<file path="config.mk">
export PLATFORM = sky130hd
export DESIGN_NAME = bfvs_sequencer
export DESIGN_NICKNAME = d
export VERILOG_FILES = /design/src/bfvs_pkg.sv /design/src/bfvs_timing_if.sv /design/src/bfvs_timebase.sv /design/src/bfvs_debounce.sv /design/src/bfvs_sequencer.sv
export SDC_FILE = /design/constraint.sdc
export NUM_CORES = 1
export LEC_CHECK = 0
export ABC_AREA = 1
export BUFFER_PORTS_ARGS = -buffer_cell sky130_fd_sc_hd__buf_2
export CORE_MARGIN = 4
export CORE_UTILIZATION = 50
export DETAILED_ROUTE_END_ITERATION = 12
export GPL_TIMING_DRIVEN = 1
export PLACE_DENSITY = 0.85
export SLEW_MARGIN = 20
export SYNTH_ARGS = -nofsm -noshare
export SYNTH_HDL_FRONTEND = slang
export SYNTH_SLANG_ARGS = --single-unit
</file>
<file path="constraint.sdc">
create_clock -name mclk -period 1.25 [get_ports mclk]
set_input_delay 0.25 -clock mclk [delete_from_list [all_inputs] [get_ports mclk]]
set_output_delay 0.25 -clock mclk [all_outputs]
set_load 0.02 [all_outputs]
</file>
<file path="src/bfvs_pkg.sv">
// Constants and types shared by the breath flow valve sequencer
package bfvs_pkg;
  // Counter and code widths
  localparam int CNT_W = 10;
  localparam int FLOW_W = 5;
  localparam int STAIR_W = 6;
  localparam int TIDAL_LO_W = 4;
  localparam int TIDAL_HI_W = 5;
  localparam int TIDAL_W = TIDAL_LO_W + TIDAL_HI_W;
  // Counter tap positions
  localparam int FLOW_LSB = 1;
  localparam int FLOW_MSB = FLOW_LSB + FLOW_W - 1;
  localparam int STAIR_MSB = STAIR_W - 1;
  localparam int TIDAL_LO_MSB = TIDAL_LO_W - 1;
  localparam int TIDAL_MSB = TIDAL_W - 1;
  localparam int BLINK_BIT = 8;
  localparam int INTEG_RST_BIT = 9;
  // Timing figures in their own units
  localparam int CLK_HZ = 20_000_000;
  localparam int OSC_HZ = 1500;
  localparam int DEBOUNCE_MS = 10;
  // Derived cycle and tick counts
  localparam int PRESCALE_CYCLES = CLK_HZ / OSC_HZ;
  localparam int DEBOUNCE_TICKS = (DEBOUNCE_MS * OSC_HZ + 999) / 1000;
  // Analog calibration figures kept for reference by the front end
  localparam int FLOW_MAX_LPM = 63;
  localparam int RATE_MIN_BPM = 6;
  localparam int RATE_MAX_BPM = 40;
  localparam int RATE_THRESH_MV = 4000;
  localparam int CAL_DUTY_PCT = 50;
  localparam int TIDAL_MAX_ML = 1500;
  // Reset values
  localparam logic [CNT_W-1:0] CNT_RST = 10'h000;
  localparam logic [FLOW_W-1:0] FLOW_RST = 5'h00;
  localparam logic [STAIR_W-1:0] STAIR_RST = 6'h00;
  localparam logic [TIDAL_LO_W-1:0] TIDAL_LO_RST = 4'h0;
  localparam logic [TIDAL_HI_W-1:0] TIDAL_HI_RST = 5'h00;
  // Breath phase
  typedef enum logic {BFVS_EXPIRE, BFVS_INSPIRE} bfvs_phase_t;
endpackage

</file>
<file path="src/bfvs_timing_if.sv">
// Timing counter carrier between the time base and the sequencer
`timescale 1ns/1ns
interface bfvs_timing_if;
  logic tick; // Pulses for one cycle together with each counter step
  logic [bfvs_pkg::CNT_W-1:0] count; // Free-running breath timing count
  modport source (output tick, output count);
  modport sink (input tick, input count);
endinterface

</file>
<file path="src/bfvs_timebase.sv">
// Oscillator divider and free-running breath timing counter
`timescale 1ns/1ns
module bfvs_timebase #(
  parameter int PRESCALE = bfvs_pkg::PRESCALE_CYCLES
) (
  // Clock, reset, enable
  input wire logic mclk,
  input wire logic rstn,
  input wire logic ce,
  // Counter out
  bfvs_timing_if.source tb
);
  localparam int PRE_W = $clog2(PRESCALE + 1);
  localparam logic [PRE_W-1:0] PRE_LAST = PRE_W'(PRESCALE - 1);
  localparam logic [PRE_W-1:0] PRE_ZERO = '0;
  localparam logic [bfvs_pkg::CNT_W-1:0] CNT_ONE = 10'h001;

  logic [PRE_W-1:0] pre; // Divider phase
  wire pre_wrap = (pre == PRE_LAST);

  // Divider emulates the slow oscillator; counter wraps on its own
  always_ff @(posedge mclk) begin
    if (!rstn) begin
      pre <= PRE_ZERO;
      tb.tick <= 1'b0;
      tb.count <= bfvs_pkg::CNT_RST;
    end else if (ce) begin
      tb.tick <= pre_wrap;
      if (pre_wrap) begin
        pre <= PRE_ZERO;
        tb.count <= tb.count + CNT_ONE;
      end else begin
        pre <= pre + PRE_W'(1);
      end
    end
  end

  chk_counter_step: assert property (@(posedge mclk) disable iff (!rstn)
    ce && pre_wrap |=> tb.count == $past(tb.count) + CNT_ONE && tb.tick)
    else $error("timing counter did not step");
endmodule // bfvs_timebase

</file>
<file path="src/bfvs_debounce.sv">
// Synchroniser and debouncer for the manual cycle button
`timescale 1ns/1ns
module bfvs_debounce (
  // Clock, reset, enable
  input wire logic mclk,
  input wire logic rstn,
  input wire logic ce,
  // Slow tick pacing the stability count
  input wire logic tick,
  // Button
  input wire logic button_raw,
  output logic button_clean
);
  localparam int DB_W = $clog2(bfvs_pkg::DEBOUNCE_TICKS + 1);
  localparam logic [DB_W-1:0] DB_LAST = DB_W'(bfvs_pkg::DEBOUNCE_TICKS - 1);

  logic sync_a; // First stage, read only by sync_b
  logic sync_b; // Settled level
  logic [DB_W-1:0] stable; // Ticks the new level has held

  // Level must hold for the full debounce time before it is believed
  always_ff @(posedge mclk) begin
    if (!rstn) begin
      sync_a <= 1'b0;
      sync_b <= 1'b0;
      stable <= '0;
      button_clean <= 1'b0;
    end else if (ce) begin
      sync_a <= button_raw;
      sync_b <= sync_a;
      if (sync_b == button_clean) begin
        stable <= '0;
      end else if (tick) begin
        if (stable == DB_LAST) begin
          button_clean <= sync_b;
          stable <= '0;
        end else begin
          stable <= stable + DB_W'(1);
        end
      end
    end
  end

  chk_debounce_hold: assert property (@(posedge mclk) disable iff (!rstn)
    $changed(button_clean) |-> $past(sync_b) == button_clean && $past(tick))
    else $error("button level changed without a full debounce");
endmodule // bfvs_debounce

</file>
<file path="src/bfvs_sequencer.sv">
// Breath flow valve sequencer: timing taps, code latches, breath phase
// Contract
// - Timing counter runs freely, wraps, about 1500 Hz
// - Ten counter stages, all used for timing
// - Counter bits weights 2..32 select valves
// - Low six bits feed flow staircase
// - Low nine bits captured as tidal code
// - Weight 256 bit blinks the alarm pulser
// - Weight 512 bit resets both tidal integrators
// - Limit integrator held reset during counts 512 to 1023
// - Flow comparator rise latches flow code
// - Staircase span keeps flow at most 63
// - Valve drive is flow bit AND inspiration
// - Tidal comparator rise latches tidal code
// - Limit rise loads tidal unless OR high
// - Volume alarm comparator drives pulsed alarm
// - Volume comparator drop ends inspiration
// - Expiration held until next breath start
// - Rate comparator starts new breath cycle
// - Rate comparator rise becomes breath start pulse
// - Manual cycle honoured only in expiration
// - Rate span 6 to 40 per minute
// - Gated valve bits also feed flow DAC
// - Inspiration gate calibrated to 50 percent
// - Exhaust drive energised throughout inspiration
`timescale 1ns/1ns
module bfvs_sequencer #(
  parameter int PRESCALE = bfvs_pkg::PRESCALE_CYCLES
) (
  // Clock, reset, enable
  input wire logic mclk,
  input wire logic rstn,
  input wire logic ce,
  // Comparator levels from the analog side
  input wire logic flow_comparator,
  input wire logic tidal_comparator,
  input wire logic tidal_limit_comparator,
  input wire logic volume_comparator,
  input wire logic rate_comparator,
  input wire logic volume_alarm_comparator,
  // Front panel
  input wire logic manual_cycle_button,
  // Valve and DAC codes
  output logic [bfvs_pkg::FLOW_W-1:0] valve_drive,
  output logic [bfvs_pkg::FLOW_W-1:0] flow_dac_code,
  output logic [bfvs_pkg::STAIR_W-1:0] staircase_code,
  output logic [bfvs_pkg::FLOW_W-1:0] flow_code_latch,
  output logic [bfvs_pkg::TIDAL_LO_W-1:0] tidal_latch_low,
  output logic [bfvs_pkg::TIDAL_HI_W-1:0] tidal_latch_high,
  // Breath phase
  output logic inspiration,
  output logic exhaust_drive,
  output logic breath_start,
  output logic breath_reset,
  // Integrator resets and alarm
  output logic limit_integ_reset,
  output logic gating_integ_reset,
  output logic alarm_blink,
  output logic volume_alarm_drive
);
  // Timing counter shared with the time base
  bfvs_timing_if tb ();

  // Free-running counter and oscillator divider
  bfvs_timebase #(
    .PRESCALE(PRESCALE)
  ) u_timebase (
    .mclk(mclk),
    .rstn(rstn),
    .ce(ce),
    .tb(tb)
  );

  logic button_clean; // Debounced button level

  // Button filtering, paced by the counter tick
  bfvs_debounce u_debounce (
    .mclk(mclk),
    .rstn(rstn),
    .ce(ce),
    .tick(tb.tick),
    .button_raw(manual_cycle_button),
    .button_clean(button_clean)
  );

  // Previous comparator levels for edge detection
  logic flow_q;
  logic tidal_q;
  logic limit_q;
  logic volume_q;
  logic rate_q;
  logic button_q;

  // Breath phase state
  bfvs_pkg::bfvs_phase_t phase;
  bfvs_pkg::bfvs_phase_t next_phase;

  // Counter taps, all ten stages used
  wire [bfvs_pkg::CNT_W-1:0] cnt = tb.count;
  wire [bfvs_pkg::FLOW_W-1:0] cnt_flow =
    cnt[bfvs_pkg::FLOW_MSB:bfvs_pkg::FLOW_LSB];
  wire [bfvs_pkg::STAIR_W-1:0] cnt_stair = cnt[bfvs_pkg::STAIR_MSB:0];
  wire [bfvs_pkg::TIDAL_LO_W-1:0] cnt_tlo = cnt[bfvs_pkg::TIDAL_LO_MSB:0];
  wire [bfvs_pkg::TIDAL_HI_W-1:0] cnt_thi =
    cnt[bfvs_pkg::TIDAL_MSB:bfvs_pkg::TIDAL_LO_W];
  wire blink_tap = cnt[bfvs_pkg::BLINK_BIT];
  wire integ_tap = cnt[bfvs_pkg::INTEG_RST_BIT];

  // Edges of comparator levels
  wire flow_rise = flow_comparator & ~flow_q;
  wire tidal_rise = tidal_comparator & ~tidal_q;
  wire limit_rise = tidal_limit_comparator & ~limit_q;
  wire volume_fall = ~volume_comparator & volume_q;
  wire rate_rise = rate_comparator & ~rate_q;
  wire button_rise = button_clean & ~button_q;

  // Tidal load OR: normal tidal trip, or the limit if OR not already high
  wire tidal_load_or = tidal_comparator;
  wire limit_load = limit_rise & ~tidal_load_or;
  wire tidal_load = tidal_rise | limit_load;

  // Phase decode
  wire in_insp = (phase == bfvs_pkg::BFVS_INSPIRE);
  wire in_exp = (phase == bfvs_pkg::BFVS_EXPIRE);

  // Manual cycle only counts while no gas is flowing
  wire manual_ok = button_rise & in_exp;

  // Either the rate trip or an honoured button starts a breath
  // No minimum spacing is imposed, so the whole 6 to 40 per minute span fits
  wire start_req = rate_rise | manual_ok;

  // Volume drop closes inspiration unless a new breath starts now
  wire end_req = in_insp & volume_fall & ~start_req;

  // Next latched codes
  wire [bfvs_pkg::FLOW_W-1:0] next_flow =
    flow_rise ? cnt_flow : flow_code_latch;
  wire [bfvs_pkg::TIDAL_LO_W-1:0] next_tlo =
    tidal_load ? cnt_tlo : tidal_latch_low;
  wire [bfvs_pkg::TIDAL_HI_W-1:0] next_thi =
    tidal_load ? cnt_thi : tidal_latch_high;

  // Valve gate, each bit ANDed with the inspiration state
  wire [bfvs_pkg::FLOW_W-1:0] gated_flow;
  for (genvar gi = 0; gi < bfvs_pkg::FLOW_W; gi++) begin : g_valve_gate
    // One AND per valve; a stale code cannot open a valve in expiration
    assign gated_flow[gi] = flow_code_latch[gi] & in_insp;
  end

  // Phase transitions; expiration ignores the volume comparator
  always_comb begin
    next_phase = phase;
    case (phase)
      bfvs_pkg::BFVS_EXPIRE: begin
        // Held until a start request
        if (start_req) begin
          next_phase = bfvs_pkg::BFVS_INSPIRE;
        end
      end
      bfvs_pkg::BFVS_INSPIRE: begin
        // Comparator drop ends the gas delivery
        if (end_req) begin
          next_phase = bfvs_pkg::BFVS_EXPIRE;
        end
      end
      default: begin
        next_phase = bfvs_pkg::BFVS_EXPIRE;
      end
    endcase
  end

  // Edge history, frozen with the rest when ce is low
  always_ff @(posedge mclk) begin
    if (!rstn) begin
      flow_q <= 1'b0;
      tidal_q <= 1'b0;
      limit_q <= 1'b0;
      volume_q <= 1'b0;
      rate_q <= 1'b0;
      button_q <= 1'b0;
    end else if (ce) begin
      flow_q <= flow_comparator;
      tidal_q <= tidal_comparator;
      limit_q <= tidal_limit_comparator;
      volume_q <= volume_comparator;
      rate_q <= rate_comparator;
      button_q <= button_clean;
    end
  end

  // Phase register
  always_ff @(posedge mclk) begin
    if (!rstn) begin
      phase <= bfvs_pkg::BFVS_EXPIRE;
    end else if (ce) begin
      phase <= next_phase;
    end
  end

  // Flow and tidal latches
  always_ff @(posedge mclk) begin
    if (!rstn) begin
      flow_code_latch <= bfvs_pkg::FLOW_RST;
      tidal_latch_low <= bfvs_pkg::TIDAL_LO_RST;
      tidal_latch_high <= bfvs_pkg::TIDAL_HI_RST;
    end else if (ce) begin
      flow_code_latch <= next_flow;
      tidal_latch_low <= next_tlo;
      tidal_latch_high <= next_thi;
    end
  end

  // Valve, DAC and staircase codes; one flop late but glitch free
  always_ff @(posedge mclk) begin
    if (!rstn) begin
      valve_drive <= bfvs_pkg::FLOW_RST;
      flow_dac_code <= bfvs_pkg::FLOW_RST;
      staircase_code <= bfvs_pkg::STAIR_RST;
    end else if (ce) begin
      valve_drive <= gated_flow;
      flow_dac_code <= gated_flow;
      staircase_code <= cnt_stair;
    end
  end

  // Phase outputs; exhaust is closed exactly while valves may open
  always_ff @(posedge mclk) begin
    if (!rstn) begin
      inspiration <= 1'b0;
      exhaust_drive <= 1'b0;
      breath_start <= 1'b0;
      breath_reset <= 1'b0;
    end else if (ce) begin
      inspiration <= in_insp;
      exhaust_drive <= in_insp;
      breath_start <= start_req;
      breath_reset <= start_req;
    end
  end

  // Integrator resets and alarm pacing straight from counter taps
  always_ff @(posedge mclk) begin
    if (!rstn) begin
      limit_integ_reset <= 1'b1;
      gating_integ_reset <= 1'b1;
      alarm_blink <= 1'b0;
      volume_alarm_drive <= 1'b0;
    end else if (ce) begin
      limit_integ_reset <= integ_tap;
      gating_integ_reset <= integ_tap;
      alarm_blink <= blink_tap;
      // Blanked every other 256 counts so the lamp blinks
      volume_alarm_drive <= volume_alarm_comparator & ~blink_tap;
    end
  end

  // Flow code taken from the counter on the comparator rise
  chk_flow_capture: assert property (@(posedge mclk) disable iff (!rstn)
    ce && flow_rise |=> flow_code_latch == $past(cnt_flow))
    else $error("flow code not captured on comparator rise");

  // Valves open only during inspiration
  chk_valve_gate: assert property (@(posedge mclk) disable iff (!rstn)
    ce |=> valve_drive == ($past(flow_code_latch) & {bfvs_pkg::FLOW_W{$past(in_insp)}}))
    else $error("valve drive not gated by inspiration");

  // Tidal code taken on the tidal comparator rise
  chk_tidal_capture: assert property (@(posedge mclk) disable iff (!rstn)
    ce && tidal_rise |=> {tidal_latch_high, tidal_latch_low} == $past({cnt_thi, cnt_tlo}))
    else $error("tidal code not captured");

  // Limit trip may not overwrite while the OR is already high
  chk_limit_blocked: assert property (@(posedge mclk) disable iff (!rstn)
    ce && tidal_load_or && !tidal_rise |=> $stable({tidal_latch_high, tidal_latch_low}))
    else $error("tidal latch loaded while OR already high");

  // Volume drop ends inspiration and later shuts the valves
  chk_insp_end: assert property (@(posedge mclk) disable iff (!rstn)
    ce && end_req |=> in_exp ##1 (!$past(ce) || (valve_drive == bfvs_pkg::FLOW_RST)))
    else $error("inspiration not ended by volume comparator");

  // Expiration cannot reopen valves without a start
  chk_exp_hold: assert property (@(posedge mclk) disable iff (!rstn)
    in_exp && !(ce && start_req) |=> in_exp)
    else $error("expiration left without a breath start");

  // Exhaust and valves both released in expiration
  chk_exhaust_rel: assert property (@(posedge mclk) disable iff (!rstn)
    ce && in_exp |=> !exhaust_drive && !inspiration && valve_drive == bfvs_pkg::FLOW_RST)
    else $error("exhaust or valves driven in expiration");

  // A start request resets integrators and opens inspiration
  chk_start_reset: assert property (@(posedge mclk) disable iff (!rstn)
    ce && start_req |=> breath_reset && in_insp ##1 (!$past(ce) || exhaust_drive))
    else $error("breath start did not reset and open inspiration");

  // Button during inspiration is ignored
  chk_manual_ignored: assert property (@(posedge mclk) disable iff (!rstn)
    ce && button_rise && in_insp && !rate_rise |=> !breath_reset)
    else $error("manual cycle honoured during inspiration");

  // Integrator resets follow the weight 512 stage
  chk_integ_reset: assert property (@(posedge mclk) disable iff (!rstn)
    ce |=> limit_integ_reset == $past(integ_tap) && gating_integ_reset == limit_integ_reset)
    else $error("integrator reset not following counter stage");

  // Alarm blanked by the weight 256 stage
  chk_alarm_blink: assert property (@(posedge mclk) disable iff (!rstn)
    ce && blink_tap |=> !volume_alarm_drive && alarm_blink)
    else $error("volume alarm not blanked by blink stage");

  // Limit trip loads the tidal code while the OR is low
  chk_limit_load: assert property (@(posedge mclk) disable iff (!rstn)
    ce && limit_rise && !tidal_load_or |=>
      {tidal_latch_high, tidal_latch_low} == $past({cnt_thi, cnt_tlo}))
    else $error("limit trip did not load the tidal code");

  // Staircase code shows the low six counter stages
  chk_stair_taps: assert property (@(posedge mclk) disable iff (!rstn)
    ce |=> staircase_code == $past(cnt_stair))
    else $error("staircase code not following the counter");

  // Alarm pacing follows the weight 256 stage
  chk_alarm_pace: assert property (@(posedge mclk) disable iff (!rstn)
    ce |=> alarm_blink == $past(blink_tap))
    else $error("alarm pacing not following the counter");

  // Exhaust held closed exactly while inspiration is shown
  chk_exhaust_pair: assert property (@(posedge mclk) disable iff (!rstn)
    exhaust_drive == inspiration)
    else $error("exhaust drive differs from inspiration");

  // Flow converter sees the same gated bits as the valves
  chk_dac_pair: assert property (@(posedge mclk) disable iff (!rstn)
    flow_dac_code == valve_drive)
    else $error("flow converter code differs from valve drive");

  // Rate trip gives the start and reset pulses
  chk_rate_start: assert property (@(posedge mclk) disable iff (!rstn)
    ce && rate_rise |=> breath_start && breath_reset)
    else $error("rate trip did not start a breath");

  // Honoured button press opens inspiration
  chk_manual_start: assert property (@(posedge mclk) disable iff (!rstn)
    ce && button_rise && in_exp |=> breath_start && in_insp)
    else $error("manual cycle in expiration not honoured");
endmodule // bfvs_sequencer

</file>
Word-level counts from Yosys, hierarchy flattened:

Index checks and enable logic that the tools add are counted.

* logic and storage cells: 72
* output and inout port bits: 38
* bits in writable memories: 0
* register bits: 69
* memory bits (read-only): 0
* input port bits: 10
* memories: 0
* bits in latches: 0

* add/subtract/negate cells: 3
* $mul: 0
* shift operators: 0
* bitwise operators: 29
* equality and inequality tests: 3
* divide/modulo/power cells: 0
* reduce and logical (&&, ||, !) cells: 6
* magnitude comparators: 0
* mux-type cells: 7

Operators with widths (number)
* $and 1x1->1: 16
* $add 14x1->14 const B: 1
* $eq 14x14->1 const B: 1
* $mux 14: 1
* $mux 4: 3
* $not 1->1: 11
* $add 10x1->10 const B: 1
* $reduce_and 2->1: 4
* $add 4x1->4 const B: 1
* $eq 4x4->1 const B: 1
* $reduce_and 4->1: 1
* $mux 1: 2
* $or 1x1->1: 2
* $pmux 1 s2: 1
* $reduce_bool 2->1: 1
* $eq 1x1->1: 1

Longest topological paths before layout:

* depth after elaboration: 8
* depth in mapped cells: 11
* mapped depth without buffers: 11

Modules after synthesis:

A second synthesis with hierarchy kept.

* cells, all modules: 485
* area total of the unflattened synthesis: 3334.4 um^2

Modules (own cells, without submodules)
* bfvs_sequencer: seq. area each 740.7 um^2, times used 1, cells an instance 197, area an instance 1515.2 um^2
* bfvs_timebase: seq. area each 500.5 um^2, times used 1, cells an instance 224, area an instance 1420.1 um^2
* bfvs_debounce: seq. area each 140.1 um^2, times used 1, cells an instance 64, area an instance 399.1 um^2

Worst setup path after synthesis:

OpenSTA, ideal clock, no wires.

* path kind: register to register
* start: register u_timebase.pre[0]
* end: register u_timebase.pre[13]
* period minus slack after synthesis: 1.302 ns
* path buffers: 0
* cell stages (with the launch flop): 12
* library setup time: 0.114 ns
* required time: 1.136 ns
* data arrival time: 1.188 ns
* path slack: -0.052 ns
* cell sequence: dfxtp_1 inv_1 ha_1 nand2_1 inv_1 nand2_1 nor2_2 nand2_4 nand2_4 inv_2 nand2_1 nor2_2

* longest elaborated chain between the ends: 2
* elaborated cells between the ends (all ways): 3
* those cells by class: 1 x add/sub; 1 x eq/ne; 1 x mux

RTL lines
* start: declaration: RTL line bfvs_timebase.sv:18 `logic [PRE_W-1:0] pre;`
* start signal: assignment: RTL line bfvs_timebase.sv:33 `pre <= pre + PRE_W'(1);`
* $add 14x1->14 or $eq 14x14->1 (tied branches): RTL line bfvs_timebase.sv:33, bfvs_timebase.sv:19
* $mux 14 *: RTL line bfvs_timebase.sv:29 `if (pre_wrap) begin`

Every way passes the cells marked *; elsewhere a longest branch is shown, timed or not.
A chain may end at the register's enable or synchronous reset.

Final worst setup path:

* start: register u_timebase.pre[4]
* end: register u_timebase.tb.count[3]

* longest elaborated chain between the ends: 2

RTL lines
* $eq 14x14->1: RTL line bfvs_timebase.sv:19 `wire pre_wrap = (pre == PRE_LAST);`
* $reduce_and 2->1 (no line)
* end signal: assignment: RTL line bfvs_timebase.sv:26 `tb.count <= bfvs_pkg::CNT_RST;`
* end signal: assignment: RTL line bfvs_timebase.sv:31 `tb.count <= tb.count + CNT_ONE;`
* end: declaration: RTL line bfvs_timing_if.sv:6 `modport source (output tick, output count);`

Every way passes these cells.

==> impl_metrics.csv <==
group,metric,value,unit
run_status,status,"finished with violations",
run_status,violations,"setup timing",
power,switching_power,1.17,mW
sta,finalCritPeriodShare,108,%
layout,post-route-util,67.1,%
logic_synthesis,synth-warning-count,0,
clock_tree,cts_buffers,9,
global_routing,antenna_found_initial,0,
power,p_leak,1.74,nW
logic_synthesis,synth_top_area_cell,"dfxtp_1",
logic_synthesis,avgSynthCellArea,7.21,um^2
sta,fmax,740,MHz
logic_synthesis,synth_area_leaders,"dfxtp_1 (44%), nand2_1 (12%), nor2_1 (7.1%)",
power,power.density,1060,mW/mm^2
sta,setup_slack,-101,ps
logic_synthesis,syn_nets,454,
global_routing,grt_pass1_wl,12.9,mm
layout,fin_nets,533,
global_routing,track_usage,21.5,%
layout,drive_gt1_share,32.2,%
logic_synthesis,synthesis.area,0.00316,mm^2
sta,tns,-832,ps
logic_synthesis,ys_seq_elements,69,
hold_path,worstHoldStart,"manual_cycle_button",
clock_tree,clockBufferDepth,2,
power,power_switching_share,27.3,%
route,drt-initial-drc-count,163,
floorplan,coreArea,0.00603,mm^2
clock_tree,clock-root-buffer,"clkbuf_8",
hold_path,hold-path-cell-count,3,
route,antenna_left,0,
place,dp_hpwl,5.38,mm
critical_path,cp_max_fo,4,
logic_synthesis,ys_seq_area_share,43.7,%
clock_tree,tritoncts,"built",
power,vdd_ir_drop_max,0.000817,V
sta,clock-skew-final,10.5,ps
route,wl_per_cell,13.3,um
logic_synthesis,ys_async_sr_fraction,0,%
power,totalPowerFinal,4.30,mW
floorplan,die_w,87.5,um
sta,period_minus_slack,1350,ps
clock_tree,clock_latency,350,ps
critical_path,r2r_end,"u_timebase.tb.count[3]$_SDFFE_PN0P_",
sta,rsz0062_at_grt,"yes",
logic_synthesis,synth_most_common_cell,"nand2_1",
critical_path,required,1530,ps
clock_tree,htree_num_levels,3,
layout,antenna_cells,0,
logic_synthesis,synth_cells,438,
sta,finalHoldViolCount,0,
logic_synthesis,synth_top_flop_cell,"dfxtp_1",
floorplan,start_util,52.4,%
clock_tree,clock_sinks,69,
sta,slew_headroom,70.8,%
layout,layout.cells.non_filler,597,
route,vias,3150,
route,drt_pass1_iterations,5,
sta,worstMarginPinSlew,439,ps
logic_synthesis,yosys-top-cells-count,"nand2_1 (100), dfxtp_1 (69), nor2_1 (60)",
critical_path,arrival,1630,ps
power,pwr-share-comb,9.3,%
critical_path,timing.rr.start,"u_timebase.pre[4]$_SDFFE_PN0P_",
logic_synthesis,synthDistinctLibCells,32,
place,port_buffers,47,
logic_synthesis,yosysTopAreaCellShare,43.7,%
floorplan,die_area,0.00765,mm^2
global_routing,first_global_vias,2980,
floorplan,die_y,87.5,um
place,gp_congestion,0.951,
route,drcViolationCount,0,
hold_path,hp-class,"primary input to register",
power,pwr-share-seq,53.4,%
critical_path,reg2reg_slack,-100,ps
sta,setup_violations,20,
route,vias_per_cell,5.28,
critical_path,reg2reg_depth,9,
layout,syn2layout_area_growth,27.9,%
floorplan,ios,48,
floorplan,num_rows,28,
power,pwr-share-clk,37.3,%
layout,nFillCells,495,
power,intPower,3.13,mW
global_routing,grt_overflow_total,0,
hold_path,hold_end,"u_debounce.sync_a$_SDFFE_PN0P_",
place,placed_cells,577,
global_routing,grt_max_degree,29,
logic_synthesis,synth_edf_count,0,
critical_path,worstSetupPathType,"register to register",
clock_tree,cts.clk_slew.worst_paths,70,ps
critical_path,crit_path_end_kind,"register",
critical_path,startpoint_type,"register",
sta,slew_violations,0,
route,wl,7.95,mm
flow_run,cap_violations,0,
-- worst max-delay path by stage --
stage                                                    from                                   to  slack, ps  depth (start not counted)
after floorplan           u_timebase.tb.count[0]$_SDFFE_PN0P_  u_timebase.tb.count[4]$_SDFFE_PN0P_        0.4                          6
after global placement         u_timebase.pre[1]$_SDFFE_PN0P_      u_timebase.pre[13]$_SDFFE_PN0P_        -40                         11
after detailed placement       u_timebase.pre[1]$_SDFFE_PN0P_      u_timebase.pre[13]$_SDFFE_PN0P_        -60                         11
after CTS                      u_timebase.pre[0]$_SDFFE_PN0P_      u_timebase.pre[11]$_SDFFE_PN0P_        -50                         11
after global routing           u_timebase.pre[0]$_SDFFE_PN0P_      u_timebase.pre[11]$_SDFFE_PN0P_       -160                         11
final                          u_timebase.pre[4]$_SDFFE_PN0P_  u_timebase.tb.count[3]$_SDFFE_PN0P_       -100                          9
-- through the flow --
stage	cell area [um^2]	setup slack (ps)	hold slack [ps]
2_1_floorplan	3180	0.415	385
3_3_place_gp	3690	-38.5	441
3_5_place_dp	3690	-65.0	442
4_1_cts	3960	-47.6	140
5_1_grt	4040	-159	161
6_report	4040	-101	147
-- layer usage --
metal	up-vias	GRT usage, %	wire length [um]
met5	-	0	0
li1	1554	-	-
met4	0	8.65	184
met3	24	6.72	564
met2	119	37.2	3990
met1	1453	24.5	3200
-- state kept, by name, indices dropped and copies added (netlist names), 4 cells and up --
signal,count
u_debounce.stable,4
u_timebase.tb.count,10
flow_code_latch,5
tidal_latch_high,5
tidal_latch_low,4
u_timebase.pre,14
staircase_code,6
flow_dac_code,5
-- worst max-delay path, cell delays in order (launching register included) --
cell and delay (ps):
dfxtp_2 340, buf_6 110, inv_4 40, nor2_4 80, nand2_1 70, nor2_1 110, nand2_1 110, nor2_4 170
nand2_2 90, a21oi_2 160
-- cells by family (layout without fill, tap and decap cells) --
group | after synthesis | count (layout) | synth area share (%)
adders and majority gates | 6 | 6 | 2.38
and+or+nand+nor | 224 | 225 | 31.4
AOI/OAI and AO/OA | 69 | 69 | 11.5
DFF | 69 | 69 | 43.7
buffers and inverters | 62 | 145 | 8.71
xor gates and xnor gates | 8 | 8 | 2.22
-- area by class of cell --
type / count / area, um^2 / area share (%)
multi-input cells: 308 / 1650 / 40.9
flip-flops and latches: 69 / 1390 / 34.4
repair buffers: 89 / 571 / 14.1
inverters: 40 / 160 / 3.96
clock buffers: 9 / 124 / 3.07
well taps: 75 / 93.8 / 2.32
clock inverters: 7 / 51.3 / 1.27
-- cell usage in the layout, fill, tap and decap left out, types with 2 or more instances in the layout --
cell | netlist | final
nand4_1 | 5 | 5
buf_6 | 0 | 2
inv_1 | 35 | 32
buf_4 | 9 | 39
nor3_1 | 9 | 5
ha_1 | 6 | 5
clkbuf_8 | 0 | 9
nor3_2 | 0 | 4
a21oi_1 | 41 | 36
nand2_1 | 100 | 90
clkinv_2 | 1 | 2
xor2_1 | 7 | 7
nor2_2 | 6 | 6
inv_4 | 0 | 2
clkinvlp_4 | 0 | 2
nand3_2 | 1 | 3
dfxtp_1 | 69 | 62
inv_2 | 4 | 5
nand3_1 | 30 | 28
nor2_1 | 60 | 55
buf_2 | 6 | 47
clkinv_4 | 0 | 3
a21oi_2 | 0 | 5
nand2_4 | 2 | 2
nor2_4 | 3 | 8
o21ai_0 | 24 | 23
dfxtp_2 | 0 | 7
nand2_2 | 3 | 13
-- what timing repair did --
action / 4_1_cts / 5_1_grt
buffers inserted: 2 / 1
cloned: 1 / 0
resized for setup: 21 / 22
endpoints found under the setup margin: 21 / 29
hold buffers: 0 / 0
pin swaps: 8 / 9
-- power by group through the flow --
stage	logic (mW)	registers [mW]	clock network (mW)
6_report	0.399	2.30	1.60
3_3_place_gp	0.360	2.34	0
3_5_place_dp	0.372	2.35	0
5_1_grt	0.442	2.30	1.73
4_1_cts	0.391	2.30	1.63
2_1_floorplan	0.205	2.38	0
Note: power is estimated with default switching activity, not from simulation.
